File: src/ipl_pkg.sv
// constants, state codes and lookup table for the pin and status led block
package ipl_pkg;

    // pin, port and stretcher counts
    localparam int IPL_PIN_N      = 6;
    localparam int IPL_PHY_PORTS  = 2;
    localparam int IPL_STR_N      = 6;

    // register offsets on the plain register port
    localparam logic [7:0] IPL_OFF_DATA_DIR = 8'h00;
    localparam logic [7:0] IPL_OFF_CFG      = 8'h04;
    localparam logic [7:0] IPL_OFF_IRQ      = 8'h08;
    localparam logic [7:0] IPL_OFF_LED_CFG  = 8'h0C;
    localparam logic [7:0] IPL_OFF_SYS_IRQ  = 8'h10;

    // field positions inside the registers
    localparam int IPL_LO_FIELD  = 0;   // data, buffer type, irq status
    localparam int IPL_HI_FIELD  = 8;   // direction, polarity, irq enable
    localparam int IPL_FUN_FIELD = 8;   // led function code

    // values after reset
    localparam logic [5:0] IPL_RST_DIR     = 6'h00;
    localparam logic [5:0] IPL_RST_IRQ_EN  = 6'h00;
    localparam logic [5:0] IPL_RST_IRQ_POL = 6'h00;
    localparam logic [5:0] IPL_RST_DATA    = 6'h00;
    localparam logic [5:0] IPL_RST_BUF     = 6'h00;

    // led function codes
    localparam logic [1:0] IPL_FUN_RAW = 2'h3;

    // stretch timing: 80 ms at a 10 ns clock
    localparam int IPL_CLK_PERIOD_NS = 10;
    localparam int IPL_STRETCH_MS    = 80;
    localparam int IPL_STRETCH_CYC   =
        IPL_STRETCH_MS * 1000000 / IPL_CLK_PERIOD_NS;

    // pulse stretcher phases
    typedef enum logic [1:0] {
        IPL_PH_IDLE,
        IPL_PH_ON,
        IPL_PH_HOLD
    } ipl_phase_t;

    // stretcher slots: tx0, rx0, act p1, act p2, col p1, col p2
    localparam int IPL_S_TX0 = 0;
    localparam int IPL_S_RX0 = 1;
    localparam int IPL_S_ACT = 2;
    localparam int IPL_S_COL = 4;

    // indication codes, index into the indication vector
    localparam int IPL_IND_N = 18;
    localparam logic [4:0] IPL_LED_MAP [0:3][0:5] = '{
        '{5'd10, 5'd8, 5'd2, 5'd11, 5'd9, 5'd3},
        '{5'd6,  5'd8, 5'd4, 5'd7,  5'd9, 5'd5},
        '{5'd10, 5'd2, 5'd1, 5'd11, 5'd3, 5'd0},
        '{5'd15, 5'd14, 5'd13, 5'd17, 5'd16, 5'd12}
    };

endpackage

File: src/ipl_ctrl.sv
// six shared pins: general purpose io with level irq, or port status leds
`timescale 1ns/1ps

// Behaviour
// - six pins, each input, push-pull or open-drain output, each may interrupt
// - reset clears every direction bit, all pins inputs
// - reset clears all six interrupt enable bits
// - reset clears all polarity bits, low level triggers
// - buffer type bit picks push-pull or open-drain for outputs
// - open-drain drives low for data 0, releases pin for data 1
// - push-pull drives the data bit value
// - data bit reads back live pin level for input pins
// - per-pin readable status bit and enable bit; enable gates effect
// - enabled statuses merge into one request, mirrored in system status
// - polarity 1 sets status on high level, 0 on low level
// - led enable makes pin an led output, input buffer off
// - two-bit function field; field and led enables reset from straps
// - codes 0-2: active drives opposite latched polarity strap, else undriven
// - port 0 transmit shows 80 ms pulse then at least 80 ms off
// - port 0 receive shows 80 ms pulse then at least 80 ms off
// - link/activity active on link, 80 ms off on activity, 80 ms on
// - duplex/collision on in full duplex, 80 ms collision pulses, off no link
// - speed on for 100 Mbps link, off for 10 Mbps or no link
// - speed-qualified link/activity behaves like link/activity at own speed
// - code 3 pins are push-pull, high follows signal, straps ignored
// - code 3 pins carry raw transmit enable and receive valid of ports
module ipl_ctrl
    import ipl_pkg::*;
#(
    parameter int P_STRETCH_CYCLES = IPL_STRETCH_CYC
) (
    input  wire logic        i_clock,
    input  wire logic        i_rst_n,
    input  wire logic [7:0]  i_addr,
    input  wire logic [31:0] i_wdata,
    input  wire logic        i_wr,
    input  wire logic        i_rd,
    output logic      [31:0] o_rdata,
    input  wire logic [5:0]  i_pin_in,
    output logic      [5:0]  o_pin_out,
    output logic      [5:0]  o_pin_oe,
    output logic      [5:0]  o_pin_in_en,
    input  wire logic [5:0]  i_strap_led_en,
    input  wire logic [1:0]  i_strap_led_fun,
    input  wire logic [5:0]  i_strap_led_pol,
    input  wire logic [2:0]  i_tx_en,
    input  wire logic [2:0]  i_rx_dv,
    input  wire logic [1:0]  i_link_up,
    input  wire logic [1:0]  i_speed_100,
    input  wire logic [1:0]  i_full_duplex,
    input  wire logic [1:0]  i_collision,
    output logic             o_pin_event
);

    localparam int CNT_W = $clog2(P_STRETCH_CYCLES + 1);
    localparam logic [CNT_W-1:0] CNT_LOAD = CNT_W'(P_STRETCH_CYCLES - 1);

    typedef struct packed {
        logic [5:0]                  data;
        logic [5:0]                  dir;
        logic [5:0]                  buf_pp;
        logic [5:0]                  irq_pol;
        logic [5:0]                  irq_sts;
        logic [5:0]                  irq_en;
        logic [5:0]                  led_en;
        logic [1:0]                  led_fun;
        logic [5:0]                  led_pol;
        ipl_phase_t [IPL_STR_N-1:0]  ph;
        logic [IPL_STR_N-1:0][CNT_W-1:0] cnt;
        logic [5:0]                  pin_out;
        logic [5:0]                  pin_oe;
        logic [5:0]                  pin_in_en;
        logic [31:0]                 rdata;
        logic                        pin_event;
    } ipl_state_t;

    ipl_state_t st_q;
    ipl_state_t st_d;

    logic [IPL_STR_N-1:0] str_ev;
    logic [IPL_STR_N-1:0] str_on;
    logic [IPL_IND_N-1:0] ind;
    logic [5:0]           rd_data_bits;
    logic [5:0]           irq_hit;

    // constant lookup of the indication shown on one led pin
    function automatic logic led_pick(input logic [1:0] fun,
                                      input int pin,
                                      input logic [IPL_IND_N-1:0] v);
        logic [4:0] code;
        code = IPL_LED_MAP[fun][pin];
        return v[code];
    endfunction

    // events that start a stretcher
    always_comb begin
        str_ev[IPL_S_TX0] = i_tx_en[0];
        str_ev[IPL_S_RX0] = i_rx_dv[0];
        for (int p = 0; p < IPL_PHY_PORTS; p++) begin
            str_ev[IPL_S_ACT+p] = i_tx_en[p+1] | i_rx_dv[p+1];
            str_ev[IPL_S_COL+p] = i_collision[p] & ~i_full_duplex[p];
        end
        for (int s = 0; s < IPL_STR_N; s++) begin
            str_on[s] = (st_q.ph[s] == IPL_PH_ON);
        end
    end

    // indication vector, all true means active
    always_comb begin
        ind = '0;
        ind[0] = str_on[IPL_S_TX0];
        ind[1] = str_on[IPL_S_RX0];
        for (int p = 0; p < IPL_PHY_PORTS; p++) begin
            // link/activity: drops only during the on phase
            ind[2+p] = i_link_up[p] & ~str_on[IPL_S_ACT+p];
            ind[4+p] = ind[2+p] & i_speed_100[p];
            ind[6+p] = ind[2+p] & ~i_speed_100[p];
            ind[8+p] = i_link_up[p] &
                       (i_full_duplex[p] | str_on[IPL_S_COL+p]);
            ind[10+p] = i_link_up[p] & i_speed_100[p];
        end
        ind[12] = i_tx_en[0];
        ind[13] = i_rx_dv[0];
        ind[14] = i_tx_en[1];
        ind[15] = i_rx_dv[1];
        ind[16] = i_tx_en[2];
        ind[17] = i_rx_dv[2];
    end

    // data read-back: live level for inputs, data bit for outputs
    assign rd_data_bits = (i_pin_in & ~st_q.dir) |
                          (st_q.data & st_q.dir);

    // level match per pin, led pins never interrupt
    assign irq_hit = ~(i_pin_in ^ st_q.irq_pol) & ~st_q.led_en;

    // next state
    always_comb begin
        logic sig;
        sig  = 1'b0;
        st_d = st_q;

        // register writes
        if (i_wr) begin
            case (i_addr)
                IPL_OFF_DATA_DIR: begin
                    st_d.data = i_wdata[IPL_LO_FIELD +: 6];
                    st_d.dir  = i_wdata[IPL_HI_FIELD +: 6];
                end
                IPL_OFF_CFG: begin
                    st_d.buf_pp  = i_wdata[IPL_LO_FIELD +: 6];
                    st_d.irq_pol = i_wdata[IPL_HI_FIELD +: 6];
                end
                IPL_OFF_IRQ: begin
                    st_d.irq_en = i_wdata[IPL_HI_FIELD +: 6];
                end
                IPL_OFF_LED_CFG: begin
                    st_d.led_en  = i_wdata[IPL_LO_FIELD +: 6];
                    st_d.led_fun = i_wdata[IPL_FUN_FIELD +: 2];
                end
                default: begin
                end
            endcase
        end

        // status: write one clears, a live level in the same cycle wins
        if (i_wr && i_addr == IPL_OFF_IRQ) begin
            st_d.irq_sts = st_q.irq_sts & ~i_wdata[IPL_LO_FIELD +: 6];
        end
        st_d.irq_sts = st_d.irq_sts | irq_hit;

        // merged request, one flop behind the status
        st_d.pin_event = |(st_q.irq_sts & st_q.irq_en);

        // stretchers: on for P_STRETCH_CYCLES cycles, then hold for the same
        for (int s = 0; s < IPL_STR_N; s++) begin
            case (st_q.ph[s])
                IPL_PH_IDLE: begin
                    if (str_ev[s]) begin
                        st_d.ph[s]  = IPL_PH_ON;
                        st_d.cnt[s] = CNT_LOAD;
                    end
                end
                IPL_PH_ON: begin
                    if (st_q.cnt[s] == '0) begin
                        st_d.ph[s]  = IPL_PH_HOLD;
                        st_d.cnt[s] = CNT_LOAD;
                    end else begin
                        st_d.cnt[s] = st_q.cnt[s] - 1'b1;
                    end
                end
                IPL_PH_HOLD: begin
                    if (st_q.cnt[s] == '0) begin
                        st_d.ph[s] = IPL_PH_IDLE;
                    end else begin
                        st_d.cnt[s] = st_q.cnt[s] - 1'b1;
                    end
                end
                default: begin
                    st_d.ph[s]  = IPL_PH_IDLE;
                    st_d.cnt[s] = '0;
                end
            endcase
        end

        // pin drivers
        for (int i = 0; i < IPL_PIN_N; i++) begin
            if (st_q.led_en[i]) begin
                sig = led_pick(st_q.led_fun, i, ind);
                st_d.pin_in_en[i] = 1'b0;
                if (st_q.led_fun == IPL_FUN_RAW) begin
                    st_d.pin_oe[i]  = 1'b1;
                    st_d.pin_out[i] = sig;
                end else begin
                    st_d.pin_oe[i]  = sig;
                    st_d.pin_out[i] = ~st_q.led_pol[i];
                end
            end else begin
                st_d.pin_in_en[i] = 1'b1;
                if (!st_q.dir[i]) begin
                    st_d.pin_oe[i]  = 1'b0;
                    st_d.pin_out[i] = 1'b0;
                end else if (st_q.buf_pp[i]) begin
                    st_d.pin_oe[i]  = 1'b1;
                    st_d.pin_out[i] = st_q.data[i];
                end else begin
                    st_d.pin_oe[i]  = ~st_q.data[i];
                    st_d.pin_out[i] = 1'b0;
                end
            end
        end

        // read data stands one cycle after the strobe only
        st_d.rdata = 32'h0000_0000;
        if (i_rd) begin
            case (i_addr)
                IPL_OFF_DATA_DIR: begin
                    st_d.rdata[IPL_LO_FIELD +: 6] = rd_data_bits;
                    st_d.rdata[IPL_HI_FIELD +: 6] = st_q.dir;
                end
                IPL_OFF_CFG: begin
                    st_d.rdata[IPL_LO_FIELD +: 6] = st_q.buf_pp;
                    st_d.rdata[IPL_HI_FIELD +: 6] = st_q.irq_pol;
                end
                IPL_OFF_IRQ: begin
                    st_d.rdata[IPL_LO_FIELD +: 6] = st_q.irq_sts;
                    st_d.rdata[IPL_HI_FIELD +: 6] = st_q.irq_en;
                end
                IPL_OFF_LED_CFG: begin
                    st_d.rdata[IPL_LO_FIELD +: 6]  = st_q.led_en;
                    st_d.rdata[IPL_FUN_FIELD +: 2] = st_q.led_fun;
                end
                IPL_OFF_SYS_IRQ: begin
                    st_d.rdata[0] = st_q.pin_event;
                end
                default: begin
                end
            endcase
        end
    end

    // state register; straps are loaded while reset is held
    always_ff @(posedge i_clock) begin
        if (!i_rst_n) begin
            st_q           <= '0;
            st_q.data      <= IPL_RST_DATA;
            st_q.dir       <= IPL_RST_DIR;
            st_q.buf_pp    <= IPL_RST_BUF;
            st_q.irq_en    <= IPL_RST_IRQ_EN;
            st_q.irq_pol   <= IPL_RST_IRQ_POL;
            st_q.led_en    <= i_strap_led_en;
            st_q.led_fun   <= i_strap_led_fun;
            st_q.led_pol   <= i_strap_led_pol;
            st_q.pin_in_en <= 6'h3F;
            st_q.ph        <= {IPL_STR_N{IPL_PH_IDLE}};
        end else begin
            st_q <= st_d;
        end
    end

    // outputs straight from the state register
    assign o_rdata     = st_q.rdata;
    assign o_pin_out   = st_q.pin_out;
    assign o_pin_oe    = st_q.pin_oe;
    assign o_pin_in_en = st_q.pin_in_en;
    assign o_pin_event = st_q.pin_event;

endmodule // ipl_ctrl

File: config.mk
export PLATFORM = sky130hd
export DESIGN_NAME = ipl_ctrl
export DESIGN_NICKNAME = d
export VERILOG_FILES = /design/src/ipl_pkg.sv /design/src/ipl_ctrl.sv
export SDC_FILE = /design/constraint.sdc
export NUM_CORES = 1
export LEC_CHECK = 0
export ABC_AREA = 1
export BUFFER_PORTS_ARGS = -buffer_cell sky130_fd_sc_hd__buf_2
export CAP_MARGIN = 15
export CORE_ASPECT_RATIO = 0.8
export CORE_MARGIN = 2
export CORE_UTILIZATION = 60
export CTS_CLUSTER_SIZE = 25
export DETAILED_ROUTE_END_ITERATION = 8
export PLACE_DENSITY = 0.78
export REMOVE_ABC_BUFFERS = 1
export SYNTH_ARGS = -nofsm -noshare
export SYNTH_HDL_FRONTEND = slang
export SYNTH_SLANG_ARGS = --single-unit
File: constraint.sdc
create_clock -name i_clock -period 5.6 [get_ports i_clock]
set_input_delay 0.56 -clock i_clock [delete_from_list [all_inputs] [get_ports i_clock]]
set_output_delay 0.56 -clock i_clock [all_outputs]
set_load 0.01 [all_outputs]
==> impl_metrics.prom, run 1 <==
# TYPE chip_impl_metric gauge
chip_impl_info{name="worst_path_dominant_cell_family",value="simple AND/OR/NAND/NOR gates"} 1
chip_impl_metric{name="initial_core_utilization",unit="%"} 61.4
chip_impl_metric{name="fin_worst_hold_slack",unit="ns"} 0.217
chip_impl_info{name="worst_r2r_dst",value="st_q[73]$_SDFFE_PN0P_"} 1
chip_impl_metric{name="synth_top_area_share",unit="%"} 32.7
chip_impl_metric{name="layout.nets",unit=""} 2159
chip_impl_info{name="outcome",value="finished, final reports clean"} 1
chip_impl_info{name="setup.worst_path.class",value="in -> reg"} 1
chip_impl_metric{name="routabilityCongestion",unit=""} 0.906
chip_impl_metric{name="bufs_on_longest_clock_path",unit=""} 3
chip_impl_metric{name="first_pass_iters",unit=""} 6
chip_impl_metric{name="netlist_instances",unit=""} 2031
chip_impl_metric{name="critical_path_required_time",unit="ns"} 6.00
chip_impl_metric{name="cts_num_sinks",unit=""} 231
chip_impl_metric{name="detail_routed_net_length_per_standard_cell",unit="um"} 13.9
chip_impl_metric{name="yosys_warnings",unit=""} 0
chip_impl_info{name="critical_path.startpoint_type",value="input pin"} 1
chip_impl_metric{name="ys_seq_elements",unit=""} 231
chip_impl_metric{name="drive_above_1_share",unit="%"} 9.87
chip_impl_metric{name="final-max-slew-violation-count",unit=""} 0
chip_impl_metric{name="worst_ep_arrival_time",unit="ns"} 3.28
chip_impl_info{name="worstPathCellList",value="buf_2 -> nor2_1 -> nand2_1 -> nor2_2 -> nand2_1 -> nor2_1 -> inv_1 -> o21ai_0 -> a21oi_1"} 1
chip_impl_metric{name="setup_viol",unit=""} 0
chip_impl_metric{name="synth_area_per_cell",unit="sq um"} 6.53
chip_impl_metric{name="ff2ff_path_depth",unit=""} 9
chip_impl_metric{name="clkSlewWorstSetupHoldPaths",unit="ns"} 0.07
chip_impl_metric{name="first_pass_grt_wire_length",unit="mm"} 53.9
chip_impl_metric{name="hold_buffers",unit=""} 0
chip_impl_info{name="synth_most_common_cell",value="sky130_fd_sc_hd__nand2_1"} 1
chip_impl_metric{name="core_box_area",unit="sq um"} 21600
chip_impl_info{name="ys_top_cells_by_count",value="517 x sky130_fd_sc_hd__nand2_1, 303 x sky130_fd_sc_hd__nor2_1, 217 x sky130_fd_sc_hd__dfxtp_1"} 1
chip_impl_metric{name="synthArstFlopShare",unit="%"} 0
chip_impl_metric{name="fin_util",unit="%"} 65.9
chip_impl_info{name="timing.critical_path.slowest_stage_cell",value="sky130_fd_sc_hd__nor2_1"} 1
chip_impl_metric{name="detailroute.via_count",unit=""} 12900
chip_impl_metric{name="max_cap_violations",unit=""} 0
chip_impl_metric{name="number_of_levels_the_h_tree_was_split_into",unit=""} 1
chip_impl_metric{name="relSlewSlack",unit="%"} 33.2
chip_impl_metric{name="synth.lib_cells_used.distinct",unit=""} 49
chip_impl_metric{name="r2r_setup_slack",unit="ns"} 3.35
chip_impl_metric{name="total_cts_buffers",unit=""} 24
chip_impl_metric{name="drt_drc_violations_left",unit=""} 0
chip_impl_metric{name="post_layout_nonfiller_instances",unit=""} 2363
chip_impl_metric{name="number_of_instances_in_the_placed_design",unit=""} 2318
chip_impl_metric{name="yosysSeqAreaShare",unit="%"} 35.9
chip_impl_metric{name="routed_via_density",unit=""} 5.44
chip_impl_metric{name="vdd_drop_max",unit="V"} 0.000223
chip_impl_metric{name="port_buffers",unit=""} 88
chip_impl_metric{name="holdPathStages",unit=""} 1
chip_impl_metric{name="cp_max_fo",unit=""} 14
chip_impl_metric{name="cellLeakagePower",unit="nW"} 6.41
chip_impl_metric{name="max_freq",unit="MHz"} 348
chip_impl_metric{name="detailedPlacementHpwl",unit="mm"} 23.7
chip_impl_metric{name="floorplan.die.width",unit="um"} 170
chip_impl_metric{name="worst_path_largest_cell_delay",unit="ns"} 0.81
chip_impl_metric{name="final_area",unit="sq um"} 14200
chip_impl_metric{name="post-layout-total-power",unit="mW"} 4.88
chip_impl_metric{name="die_area",unit="sq um"} 23300
chip_impl_metric{name="synth_edf_count",unit=""} 14
chip_impl_info{name="worstHoldEndpoint",value="st_d[204]$_DFFE_PN_"} 1
chip_impl_metric{name="post_cts.repair.setup_buffers",unit=""} 0
chip_impl_info{name="critPathCaptureType",value="register"} 1
chip_impl_metric{name="vert_die_dim",unit="um"} 137
chip_impl_metric{name="cell_area_after_placement",unit="sq um"} 13500
chip_impl_info{name="worst_r2r_startpoint",value="st_q[51]$_SDFFE_PN0P_"} 1
chip_impl_metric{name="number_of_buffers_and_inverters_on_the_critical_path",unit=""} 2
chip_impl_metric{name="power_per_cell_area",unit="nW/um^2"} 343
chip_impl_info{name="grt_setup_unrepaired",value="false"} 1
chip_impl_metric{name="grt.overflow.total",unit=""} 0
chip_impl_info{name="synth_top_cells_by_area",value="sky130_fd_sc_hd__dfxtp_1 33%, sky130_fd_sc_hd__nand2_1 15%, sky130_fd_sc_hd__nor2_1 8.6%"} 1
chip_impl_metric{name="dpl_worst_slack",unit="ns"} 2.25
chip_impl_info{name="tightest_hold_check_type",value="in -> reg"} 1
chip_impl_metric{name="fillerInstances",unit=""} 2011
chip_impl_info{name="ys.flop_type",value="sky130_fd_sc_hd__dfxtp_1"} 1
chip_impl_metric{name="rows",unit=""} 48
chip_impl_metric{name="worstMarginPinSlew",unit="ns"} 0.999
chip_impl_info{name="tritoncts_clock_tree",value="yes"} 1
chip_impl_metric{name="post_cts_resized",unit=""} 0
chip_impl_metric{name="report.final.hold_viol_count",unit=""} 0
chip_impl_metric{name="worstSkewPairLatency",unit="ns"} 0.52
chip_impl_metric{name="total_negative_slack_for_setup_checks",unit="ns"} 0
chip_impl_metric{name="route.antenna.remaining_nets",unit=""} 0
chip_impl_metric{name="period_share",unit="%"} 51.4
chip_impl_info{name="clock-root-buffer",value="sky130_fd_sc_hd__clkbuf_16"} 1
chip_impl_metric{name="post-route-worst-setup-slack",unit="ns"} 2.72
chip_impl_info{name="hold_path_startpoint",value="i_strap_led_pol[3]"} 1
chip_impl_info{name="synthDominantAreaCellType",value="sky130_fd_sc_hd__dfxtp_1"} 1
chip_impl_metric{name="first_global_vias",unit=""} 11200
chip_impl_metric{name="final.setup_skew",unit="ns"} 0.00949
chip_impl_metric{name="detail_route.wirelength",unit="mm"} 32.9
chip_impl_metric{name="gr-usage-all-layers",unit="%"} 28.0
chip_impl_metric{name="drtIter0Drc",unit=""} 1171
chip_impl_metric{name="mappedNetlistArea",unit="sq um"} 13300
chip_impl_metric{name="grt_start_max_net_pins",unit=""} 62
chip_impl_metric{name="ios",unit=""} 129
chip_impl_metric{name="clock_period_minus_worst_slack",unit="ns"} 2.88
chip_impl_metric{name="grt_antenna_before_repair",unit=""} 1
chip_impl_metric{name="syn_to_final_growth",unit="%"} 7.33
-- how the worst max path moves through the flow --
stage,from,cells past startpoint,slack [ns],end
2_1_floorplan,i_rst_n,4,1.68,st_q[60]$_SDFFE_PN0P_
3_3_place_gp,i_addr[7],9,2.33,st_q[239]$_SDFFE_PN0P_
3_5_place_dp,i_addr[7],9,2.25,st_q[243]$_SDFFE_PN0P_
4_1_cts,i_addr[7],9,2.81,st_q[243]$_SDFFE_PN0P_
5_1_grt,i_addr[7],9,2.38,st_q[239]$_SDFFE_PN0P_
6_report,i_addr[7],9,2.72,st_q[243]$_SDFFE_PN0P_
-- state kept, by name (all words and copies together) (netlist names) --
name and count:
st_q 194, o_pin_event 1, st_d 6, o_pin_out 6, o_pin_in_en 6, o_rdata 12
o_pin_oe 6
-- layout by cell type (no fill, tap or decap), drive strengths merged --
cell / synthesis / layout
xor2: 31 / 31
clkinv: 1 / 7
a221oi: 1 / 1
diode: 0 / 1
xnor2: 14 / 14
a311oi: 1 / 1
a21oi: 170 / 170
nand3b: 14 / 14
clkbuf: 23 / 35
a31oi: 4 / 4
nor3: 30 / 30
and2: 2 / 2
a211oi: 2 / 2
nand2: 535 / 535
o31ai: 4 / 4
clkinvlp: 0 / 1
and3: 1 / 1
inv: 217 / 219
buf: 77 / 93
or2: 7 / 7
o22ai: 9 / 9
conb: 1 / 20
nand3: 127 / 127
nor4: 3 / 3
dfxtp: 217 / 217
nand4: 25 / 25
edfxtp: 14 / 14
o21ai: 148 / 148
nor3b: 4 / 4
ha: 12 / 12
nor2: 332 / 332
o21bai: 3 / 3
o221ai: 2 / 2
-- worst reg2reg max path, stage by stage, from the launching register on --
cell and delay, ns:
sky130_fd_sc_hd__dfxtp_1 0.39, sky130_fd_sc_hd__inv_1 0.12, sky130_fd_sc_hd__ha_1 0.21, sky130_fd_sc_hd__nand3_1 0.08, sky130_fd_sc_hd__nor2_1 0.06, sky130_fd_sc_hd__nand4_2 0.09
sky130_fd_sc_hd__nand2_2 0.32, sky130_fd_sc_hd__nor2_2 0.63, sky130_fd_sc_hd__nand2_1 0.14, sky130_fd_sc_hd__a21oi_1 0.15
-- power by group --
group          internal [mW]  total, mW  leakage, nW  switching, mW
clock                  0.872       1.53        0.368          0.660
combinational          0.454       1.35         4.13          0.891
sequential              1.83       2.00         1.92          0.172
total                   3.16       4.88         6.41           1.72
-- per-layer routing --
layer	share of wire (%)	wire length (um)	track usage, %
met4	2.5	810	7.08
met3	6.9	2260	3.47
met5	0	0	0
met1	47	15600	40.9
met2	43	14300	43.8
-- final cells by class --
| cell class | instances | area [sq um] | area share (%) |
|---|---|---|---|
| Tap cell | 275 | 344 | 2.42 |
| Inverter | 218 | 821 | 5.76 |
| Timing Repair Buffer | 93 | 478 | 3.36 |
| Antenna cell | 1 | 2.50 | 0.0176 |
| Sequential cell | 231 | 4760 | 33.5 |
| Clock buffer | 35 | 704 | 4.95 |
| Clock inverter | 9 | 45.0 | 0.316 |
| Multi-Input combinational cell | 1501 | 7080 | 49.7 |
-- kinds of logic (layout without fill, tap and decap cells) --
family / count (synthesis) / count (layout) / synth area share (%)
AO/OA/AOI/OAI: 344 / 344 / 14.0
adder cells (fa/ha/maj): 12 / 12 / 1.13
flip-flops: 231 / 231 / 35.9
XOR/XNOR: 45 / 45 / 2.97
other: 1 / 21 / 0.0283
buffers and inverters: 318 / 355 / 11.3
AND/OR/NAND/NOR: 1080 / 1080 / 34.7
(Power assumes the default switching activity.)
==> run 2: changes to the inputs <==
clock period = 3 ns   (was 5.6 ns; I/O delays follow)
==> run 2 against run 1 <==
Register-to-register slack lost 2.6 ns. Wire length grew 2.1%. Non-clock buffer count up 12. Highest routed layer unchanged. Clock skew down 0.0024 ns.
==> impl_metrics.prom, run 2 (same netlist as run 1, synthesis figures left out) <==
# TYPE chip_impl_metric gauge
chip_impl_info{name="outcome",value="finished, final reports clean"} 1
chip_impl_metric{name="post_cts_resized",unit=""} 0
chip_impl_metric{name="port_buffers",unit=""} 88
chip_impl_metric{name="r2r_setup_slack",unit="ns"} 0.71
chip_impl_metric{name="power.share.clock",unit="%"} 34.0
chip_impl_info{name="grt_setup_unrepaired",value="false"} 1
chip_impl_metric{name="gr-usage-all-layers",unit="%"} 28.8
chip_impl_metric{name="first_global_vias",unit=""} 11600
chip_impl_metric{name="first_pass_grt_wire_length",unit="mm"} 55.0
chip_impl_metric{name="final.setup_skew",unit="ns"} 0.00706
chip_impl_metric{name="vdd_drop_max",unit="V"} 0.000468
chip_impl_metric{name="cp_max_fo",unit=""} 28
chip_impl_info{name="layout_commonest_cell",value="sky130_fd_sc_hd__nand2_1"} 1
chip_impl_metric{name="power_per_cell_area",unit="nW/um^2"} 658
chip_impl_metric{name="dpl_worst_slack",unit="ns"} 0.717
chip_impl_metric{name="net-switching-power",unit="mW"} 3.28
chip_impl_metric{name="grt.overflow.total",unit=""} 0
chip_impl_metric{name="detailroute.via_count",unit=""} 13000
chip_impl_metric{name="vert_die_dim",unit="um"} 137
chip_impl_metric{name="largest_reg_flops",unit=""} 194
chip_impl_info{name="setup.worst_path.class",value="reg -> reg"} 1
chip_impl_metric{name="clock_period_minus_worst_slack",unit="ns"} 2.29
chip_impl_metric{name="total_cts_buffers",unit=""} 25
chip_impl_metric{name="cellLeakagePower",unit="nW"} 6.53
chip_impl_info{name="tritoncts_clock_tree",value="yes"} 1
chip_impl_metric{name="grt_antenna_before_repair",unit=""} 1
chip_impl_info{name="worst_r2r_startpoint",value="st_q[51]$_SDFFE_PN0P_"} 1
chip_impl_metric{name="drtIter0Drc",unit=""} 1108
chip_impl_metric{name="number_of_instances_in_the_placed_design",unit=""} 2324
chip_impl_metric{name="detail_route.wirelength",unit="mm"} 33.6
chip_impl_metric{name="period_share",unit="%"} 76.2
chip_impl_metric{name="fin_worst_hold_slack",unit="ns"} 0.0505
chip_impl_metric{name="worst_ep_arrival_time",unit="ns"} 2.73
chip_impl_info{name="worst_path_dominant_cell_family",value="simple AND/OR/NAND/NOR gates"} 1
chip_impl_metric{name="power.combinational.fraction",unit="%"} 26.8
chip_impl_metric{name="total_negative_slack_for_setup_checks",unit="ns"} 0
chip_impl_metric{name="worst_path_largest_cell_delay",unit="ns"} 0.63
chip_impl_info{name="critPathCaptureType",value="register"} 1
chip_impl_metric{name="detailedPlacementHpwl",unit="mm"} 24.0
chip_impl_metric{name="drive_above_1_share",unit="%"} 10.3
chip_impl_metric{name="detail_routed_net_length_per_standard_cell",unit="um"} 14.1
chip_impl_metric{name="clkSlewWorstSetupHoldPaths",unit="ns"} 0.06
chip_impl_metric{name="routabilityCongestion",unit=""} 0.931
chip_impl_metric{name="grt_start_max_net_pins",unit=""} 54
chip_impl_metric{name="report.final.hold_viol_count",unit=""} 0
chip_impl_info{name="timing.critical_path.slowest_stage_cell",value="sky130_fd_sc_hd__nor2_2"} 1
chip_impl_metric{name="syn_to_final_growth",unit="%"} 9.10
chip_impl_metric{name="final-max-slew-violation-count",unit=""} 0
chip_impl_info{name="critical_path.startpoint_type",value="register"} 1
chip_impl_info{name="hold_path_startpoint",value="i_collision[0]"} 1
chip_impl_metric{name="rows",unit=""} 48
chip_impl_metric{name="core_box_area",unit="sq um"} 21600
chip_impl_info{name="clock-root-buffer",value="sky130_fd_sc_hd__clkbuf_16"} 1
chip_impl_metric{name="route.antenna.remaining_nets",unit=""} 0
chip_impl_metric{name="critical_path_required_time",unit="ns"} 3.45
chip_impl_metric{name="relSlewSlack",unit="%"} 40.6
chip_impl_metric{name="ios",unit=""} 129
chip_impl_metric{name="swShare",unit="%"} 34.4
chip_impl_metric{name="post_cts.repair.setup_buffers",unit=""} 0
chip_impl_metric{name="routed_via_density",unit=""} 5.47
chip_impl_info{name="top_register",value="st_q"} 1
chip_impl_metric{name="post-route-worst-setup-slack",unit="ns"} 0.714
chip_impl_metric{name="post_layout_nonfiller_instances",unit=""} 2375
chip_impl_metric{name="initial_core_utilization",unit="%"} 61.4
chip_impl_metric{name="worstSkewPairLatency",unit="ns"} 0.52
chip_impl_metric{name="power.share.sequential",unit="%"} 39.2
chip_impl_metric{name="floorplan.die.width",unit="um"} 170
chip_impl_metric{name="fillerInstances",unit=""} 1957
chip_impl_metric{name="setup_viol",unit=""} 0
chip_impl_info{name="worst_r2r_dst",value="st_q[70]$_SDFFE_PN0P_"} 1
chip_impl_metric{name="cts_num_sinks",unit=""} 231
chip_impl_info{name="worstPathCellList",value="inv_1 -> ha_1 -> nand3_1 -> nor2_1 -> nand4_2 -> nand2_2 -> nor2_2 -> nand2_1 -> a21oi_1"} 1
chip_impl_metric{name="die_area",unit="sq um"} 23300
chip_impl_info{name="tightest_hold_check_type",value="in -> reg"} 1
chip_impl_metric{name="drt_drc_violations_left",unit=""} 0
chip_impl_metric{name="ff2ff_path_depth",unit=""} 9
chip_impl_metric{name="number_of_levels_the_h_tree_was_split_into",unit=""} 1
chip_impl_metric{name="bufs_on_longest_clock_path",unit=""} 3
chip_impl_metric{name="worstMarginPinSlew",unit="ns"} 0.888
chip_impl_metric{name="first_pass_iters",unit=""} 5
chip_impl_metric{name="holdPathStages",unit=""} 3
chip_impl_metric{name="layout.nets",unit=""} 2172
chip_impl_info{name="layout_common_cells",value="517 x sky130_fd_sc_hd__nand2_1, 303 x sky130_fd_sc_hd__nor2_1, 217 x sky130_fd_sc_hd__dfxtp_1, 214 x sky130_fd_sc_hd__inv_1, 159 x sky130_fd_sc_hd__a21oi_1"} 1
chip_impl_metric{name="max_cap_violations",unit=""} 0
chip_impl_metric{name="number_of_buffers_and_inverters_on_the_critical_path",unit=""} 1
chip_impl_metric{name="hold_buffers",unit=""} 6
chip_impl_info{name="worstHoldEndpoint",value="st_q[197]$_SDFFE_PN0P_"} 1
chip_impl_metric{name="p_int",unit="mW"} 6.24
chip_impl_metric{name="max_freq",unit="MHz"} 437
## run 2: power by group through the flow
stage	clock, mW	sequential (mW)	combinational [mW]
final	3.24	3.73	2.55
after global routing	3.40	3.78	2.92
after CTS	3.27	3.72	2.52
after detailed placement	0	3.79	2.50
after global placement	0	3.78	2.43
after floorplan	0	3.72	1.94
## run 2: through the flow
step	instance area (sq um)	total power, mW	utilization [%]
2_1_floorplan	12700	5.66	-
3_3_place_gp	13600	6.20	62.7
3_5_place_dp	13600	6.28	62.7
4_1_cts	14500	9.51	66.9
5_1_grt	14500	10.1	66.9
6_report	14500	9.52	66.9
## run 2: worst max path at each step
| stage | start | endpoint | slack, ns | depth (start not counted) |
|---|---|---|---|---|
| global route | st_q[51]$_SDFFE_PN0P_ | st_q[58]$_SDFFE_PN0P_ | 0.55 | 9 |
| finish | st_q[51]$_SDFFE_PN0P_ | st_q[70]$_SDFFE_PN0P_ | 0.71 | 9 |
| CTS | st_q[51]$_SDFFE_PN0P_ | st_q[58]$_SDFFE_PN0P_ | 0.76 | 9 |
| detailed placement | i_addr[0] | st_q[212]$_DFFE_PP_ | 0.72 | 7 |
| floorplan | i_rst_n | st_q[60]$_SDFFE_PN0P_ | -0.66 | 4 |
| global placement | i_addr[0] | st_q[211]$_DFFE_PP_ | 0.80 | 7 |
## run 2: final cells by class
type,count,area [sq um],area share [%]
Multi-Input combinational cell,1501,7080,48.9
Antenna cell,1,2.50,0.0173
Clock inverter,13,166,1.15
Timing Repair Buffer,105,608,4.20
Tap cell,275,344,2.38
Inverter,218,821,5.67
Sequential cell,231,4760,32.9
Clock buffer,31,688,4.75
## run 2: layer usage
metal	GRT usage [%]	wire length, um
met2	45.2	14600
met3	3.59	2430
met1	41.6	15800
met5	0	0
met4	8.12	851
## run 2: worst register-to-register path: cells and delay by family (launching register included)
kind	cells	cell delay, ns
fa+ha+maj	1	0.22
flops	1	0.39
buf+inv	1	0.12
compound gates	1	0.15
simple gates	6	1.32
==> run 3: changes to the inputs <==
CORE_UTILIZATION = 54   (was 60)
PLACE_DENSITY = 0.74   (was 0.78)
clock period = 2.1 ns   (was 3 ns; I/O delays follow)
==> run 3 against run 2 <==
Flip-flop and latch count did not move. Global-route usage fell by 2.0 points. Hold slack got worse by 0.026 ns. Core utilization fell by 5.6 points. Combinational power rose by 48%. Count of clock-buffer cells in the layout rose by 2. Maximum frequency rose by 18%. Setup slack got worse by 0.55 ns. First-iteration DRC count rose by 5.3%. Critical path type unchanged. Critical endpoint is now st_q[176]$_SDFFE_PN0P_. Largest power group unchanged.
==> impl_metrics.prom, run 3 (same netlist as run 1, synthesis figures left out) <==
# TYPE chip_impl_metric gauge
chip_impl_metric{name="vdd_drop_max",unit="V"} 0.000764
chip_impl_metric{name="drtIter0Drc",unit=""} 1167
chip_impl_metric{name="relSlewSlack",unit="%"} 64.0
chip_impl_metric{name="largest_reg_flops",unit=""} 194
chip_impl_metric{name="layout.nets",unit=""} 2216
chip_impl_metric{name="vert_die_dim",unit="um"} 144
chip_impl_metric{name="final.setup_skew",unit="ns"} 0.0125
chip_impl_info{name="tritoncts_clock_tree",value="yes"} 1
chip_impl_metric{name="first_pass_iters",unit=""} 5
chip_impl_info{name="critPathCaptureType",value="register"} 1
chip_impl_info{name="critical_path.startpoint_type",value="register"} 1
chip_impl_metric{name="route.antenna.remaining_nets",unit=""} 0
chip_impl_info{name="grt_setup_unrepaired",value="false"} 1
chip_impl_metric{name="cp_max_fo",unit=""} 10
chip_impl_metric{name="cell_area_after_placement",unit="sq um"} 13800
chip_impl_metric{name="cellLeakagePower",unit="nW"} 6.70
chip_impl_metric{name="report.final.hold_viol_count",unit=""} 0
chip_impl_info{name="top_register",value="st_q"} 1
chip_impl_info{name="layout_commonest_cell",value="sky130_fd_sc_hd__nand2_1"} 1
chip_impl_info{name="worstHoldEndpoint",value="st_q[236]$_SDFFE_PN0P_"} 1
chip_impl_metric{name="fin_worst_hold_slack",unit="ns"} 0.0245
chip_impl_metric{name="critical_path_required_time",unit="ns"} 2.52
chip_impl_info{name="layout_common_cells",value="517 x sky130_fd_sc_hd__nand2_1, 302 x sky130_fd_sc_hd__nor2_1, 217 x sky130_fd_sc_hd__dfxtp_1, 214 x sky130_fd_sc_hd__inv_1, 158 x sky130_fd_sc_hd__a21oi_1"} 1
chip_impl_metric{name="total_cts_buffers",unit=""} 25
chip_impl_metric{name="routed_via_density",unit=""} 5.34
chip_impl_metric{name="number_of_levels_the_h_tree_was_split_into",unit=""} 1
chip_impl_info{name="outcome",value="finished, final reports clean"} 1
chip_impl_metric{name="cts_num_sinks",unit=""} 231
chip_impl_metric{name="detailroute.via_count",unit=""} 13200
chip_impl_metric{name="period_share",unit="%"} 92.1
chip_impl_metric{name="gr-usage-all-layers",unit="%"} 26.8
chip_impl_metric{name="initial_core_utilization",unit="%"} 54.7
chip_impl_metric{name="first_global_vias",unit=""} 11800
chip_impl_metric{name="detail_route.wirelength",unit="mm"} 35.2
chip_impl_info{name="worst_r2r_dst",value="st_q[176]$_SDFFE_PN0P_"} 1
chip_impl_info{name="worst_r2r_startpoint",value="st_q[178]$_SDFFE_PN0P_"} 1
chip_impl_metric{name="syn_to_final_growth",unit="%"} 12.1
chip_impl_metric{name="clock_period_minus_worst_slack",unit="ns"} 1.93
chip_impl_metric{name="r2r_setup_slack",unit="ns"} 0.17
chip_impl_metric{name="setup_viol",unit=""} 0
chip_impl_metric{name="floorplan.die.width",unit="um"} 179
chip_impl_metric{name="ios",unit=""} 129
chip_impl_metric{name="holdPathStages",unit=""} 3
chip_impl_metric{name="drive_above_1_share",unit="%"} 11.4
chip_impl_metric{name="first_pass_grt_wire_length",unit="mm"} 56.6
chip_impl_metric{name="final_area",unit="sq um"} 14900
chip_impl_metric{name="detail_routed_net_length_per_standard_cell",unit="um"} 14.3
chip_impl_info{name="setup.worst_path.class",value="reg -> reg"} 1
chip_impl_metric{name="die_area",unit="sq um"} 25800
chip_impl_metric{name="power_per_cell_area",unit="nW/um^2"} 900
chip_impl_metric{name="detailedPlacementHpwl",unit="mm"} 25.5
chip_impl_metric{name="fin_util",unit="%"} 61.3
chip_impl_metric{name="core_box_area",unit="sq um"} 24200
chip_impl_metric{name="grt.overflow.total",unit=""} 0
chip_impl_metric{name="bufs_on_longest_clock_path",unit=""} 3
chip_impl_info{name="clock-root-buffer",value="sky130_fd_sc_hd__clkbuf_16"} 1
chip_impl_metric{name="drt_drc_violations_left",unit=""} 0
chip_impl_info{name="hold_path_startpoint",value="i_wdata[3]"} 1
chip_impl_metric{name="max_cap_violations",unit=""} 0
chip_impl_metric{name="ff2ff_path_depth",unit=""} 9
chip_impl_metric{name="worst_ep_arrival_time",unit="ns"} 2.35
chip_impl_metric{name="post_cts.repair.setup_buffers",unit=""} 0
chip_impl_metric{name="port_buffers",unit=""} 88
chip_impl_metric{name="worstMarginPinSlew",unit="ns"} 0.536
chip_impl_metric{name="grt_antenna_before_repair",unit=""} 3
chip_impl_metric{name="max_freq",unit="MHz"} 517
chip_impl_metric{name="routabilityCongestion",unit=""} 0.984
chip_impl_metric{name="grt_start_max_net_pins",unit=""} 49
chip_impl_metric{name="worstSkewPairLatency",unit="ns"} 0.52
chip_impl_metric{name="rows",unit=""} 51
chip_impl_info{name="tightest_hold_check_type",value="in -> reg"} 1
chip_impl_metric{name="final-max-slew-violation-count",unit=""} 0
chip_impl_metric{name="fillerInstances",unit=""} 2302
chip_impl_metric{name="post-route-worst-setup-slack",unit="ns"} 0.165
chip_impl_metric{name="clkSlewWorstSetupHoldPaths",unit="ns"} 0.06
chip_impl_metric{name="dpl_worst_slack",unit="ns"} 0.0675
[run 3: cell count changes in the layout (fill, tap and decap cells not counted), moves of 2 or more]
| cell | before | now |
|---|---|---|
| sky130_fd_sc_hd__buf_4 | 9 | 33 |
| sky130_fd_sc_hd__dlygate4sd3_1 | 6 | 26 |
| sky130_fd_sc_hd__clkinv_1 | 4 | 0 |
| sky130_fd_sc_hd__clkinv_2 | 3 | 7 |
| sky130_fd_sc_hd__bufinv_16 | 4 | 1 |
| sky130_fd_sc_hd__clkinvlp_4 | 1 | 4 |
| sky130_fd_sc_hd__nor2_4 | 2 | 5 |
| sky130_fd_sc_hd__clkbuf_1 | 2 | 4 |
| sky130_fd_sc_hd__nor2_2 | 26 | 24 |
[run 3: critical path, stage by stage (launching register included)]
cell and delay [ns]:
sky130_fd_sc_hd__dfxtp_1 0.36, sky130_fd_sc_hd__nor2_2 0.23, sky130_fd_sc_hd__nand2_1 0.16, sky130_fd_sc_hd__nor2_2 0.17
sky130_fd_sc_hd__nand3_1 0.20, sky130_fd_sc_hd__nand2_1 0.14, sky130_fd_sc_hd__nand2_2 0.18, sky130_fd_sc_hd__nand2_1 0.18
sky130_fd_sc_hd__xor2_1 0.16, sky130_fd_sc_hd__nor2_1 0.05
[run 3: worst max-delay path by stage]
stage                                 startpoint  slack (ns)                      to
after floorplan                          i_rst_n       -1.47   st_q[60]$_SDFFE_PN0P_
after global placement     st_q[74]$_SDFFE_PN0P_        0.08   st_q[80]$_SDFFE_PN0P_
after detailed placement   st_q[74]$_SDFFE_PN0P_        0.07   st_q[80]$_SDFFE_PN0P_
after CTS                  st_q[74]$_SDFFE_PN0P_        0.06   st_q[80]$_SDFFE_PN0P_
after global routing      st_q[138]$_SDFFE_PN0P_        0.03  st_q[129]$_SDFFE_PN0P_
final                     st_q[178]$_SDFFE_PN0P_        0.17  st_q[176]$_SDFFE_PN0P_
[run 3: report_power, final]
part | total (mW) | switching (mW) | internal, mW
Sequential | 5.33 | 0.459 | 4.88
Clock | 4.27 | 1.82 | 2.45
Combinational | 3.77 | 2.44 | 1.32
Total | 13.4 | 4.72 | 8.65
[run 3: stage by stage]
| stage | TNS (ns) | total power, mW | cells |
|---|---|---|---|
| floorplan | -136.44 | 8.09 | 1950 |
| global placement | 0 | 8.96 | 2391 |
| detailed placement | 0 | 9.06 | 2391 |
| CTS | 0 | 13.4 | 2462 |
| global route | 0 | 14.2 | 2463 |
| finish | 0 | 13.4 | 2464 |
[run 3: repair_timing]
action | in CTS | in global routing
resized for setup | 0 | 5
hold endpoints to repair | 31 | 0
hold buffers | 26 | 0
endpoints found under the setup margin | 0 | 25
[run 3: routing by layer]
layer  vias to the layer above  part of all wire, %  GRT usage (%)
li1                       6644                    -              -
met1                      5955                   46           37.8
met2                       491                   43           42.4
met5                         -                0.037              0
met4                         2                  3.0           7.39
met3                        77                  7.6           4.36
[run 3: final cells by class]
type	instances	area [sq um]	share of cell area, %
tap	318	398	2.68
multi-input combinational	1501	7100	47.8
clock buffer	33	696	4.68
inverter	218	821	5.52
clock inverter	12	95.1	0.640
sequential	231	4760	32.0
timing repair buffer	149	988	6.65
antenna	2	5.00	0.0337
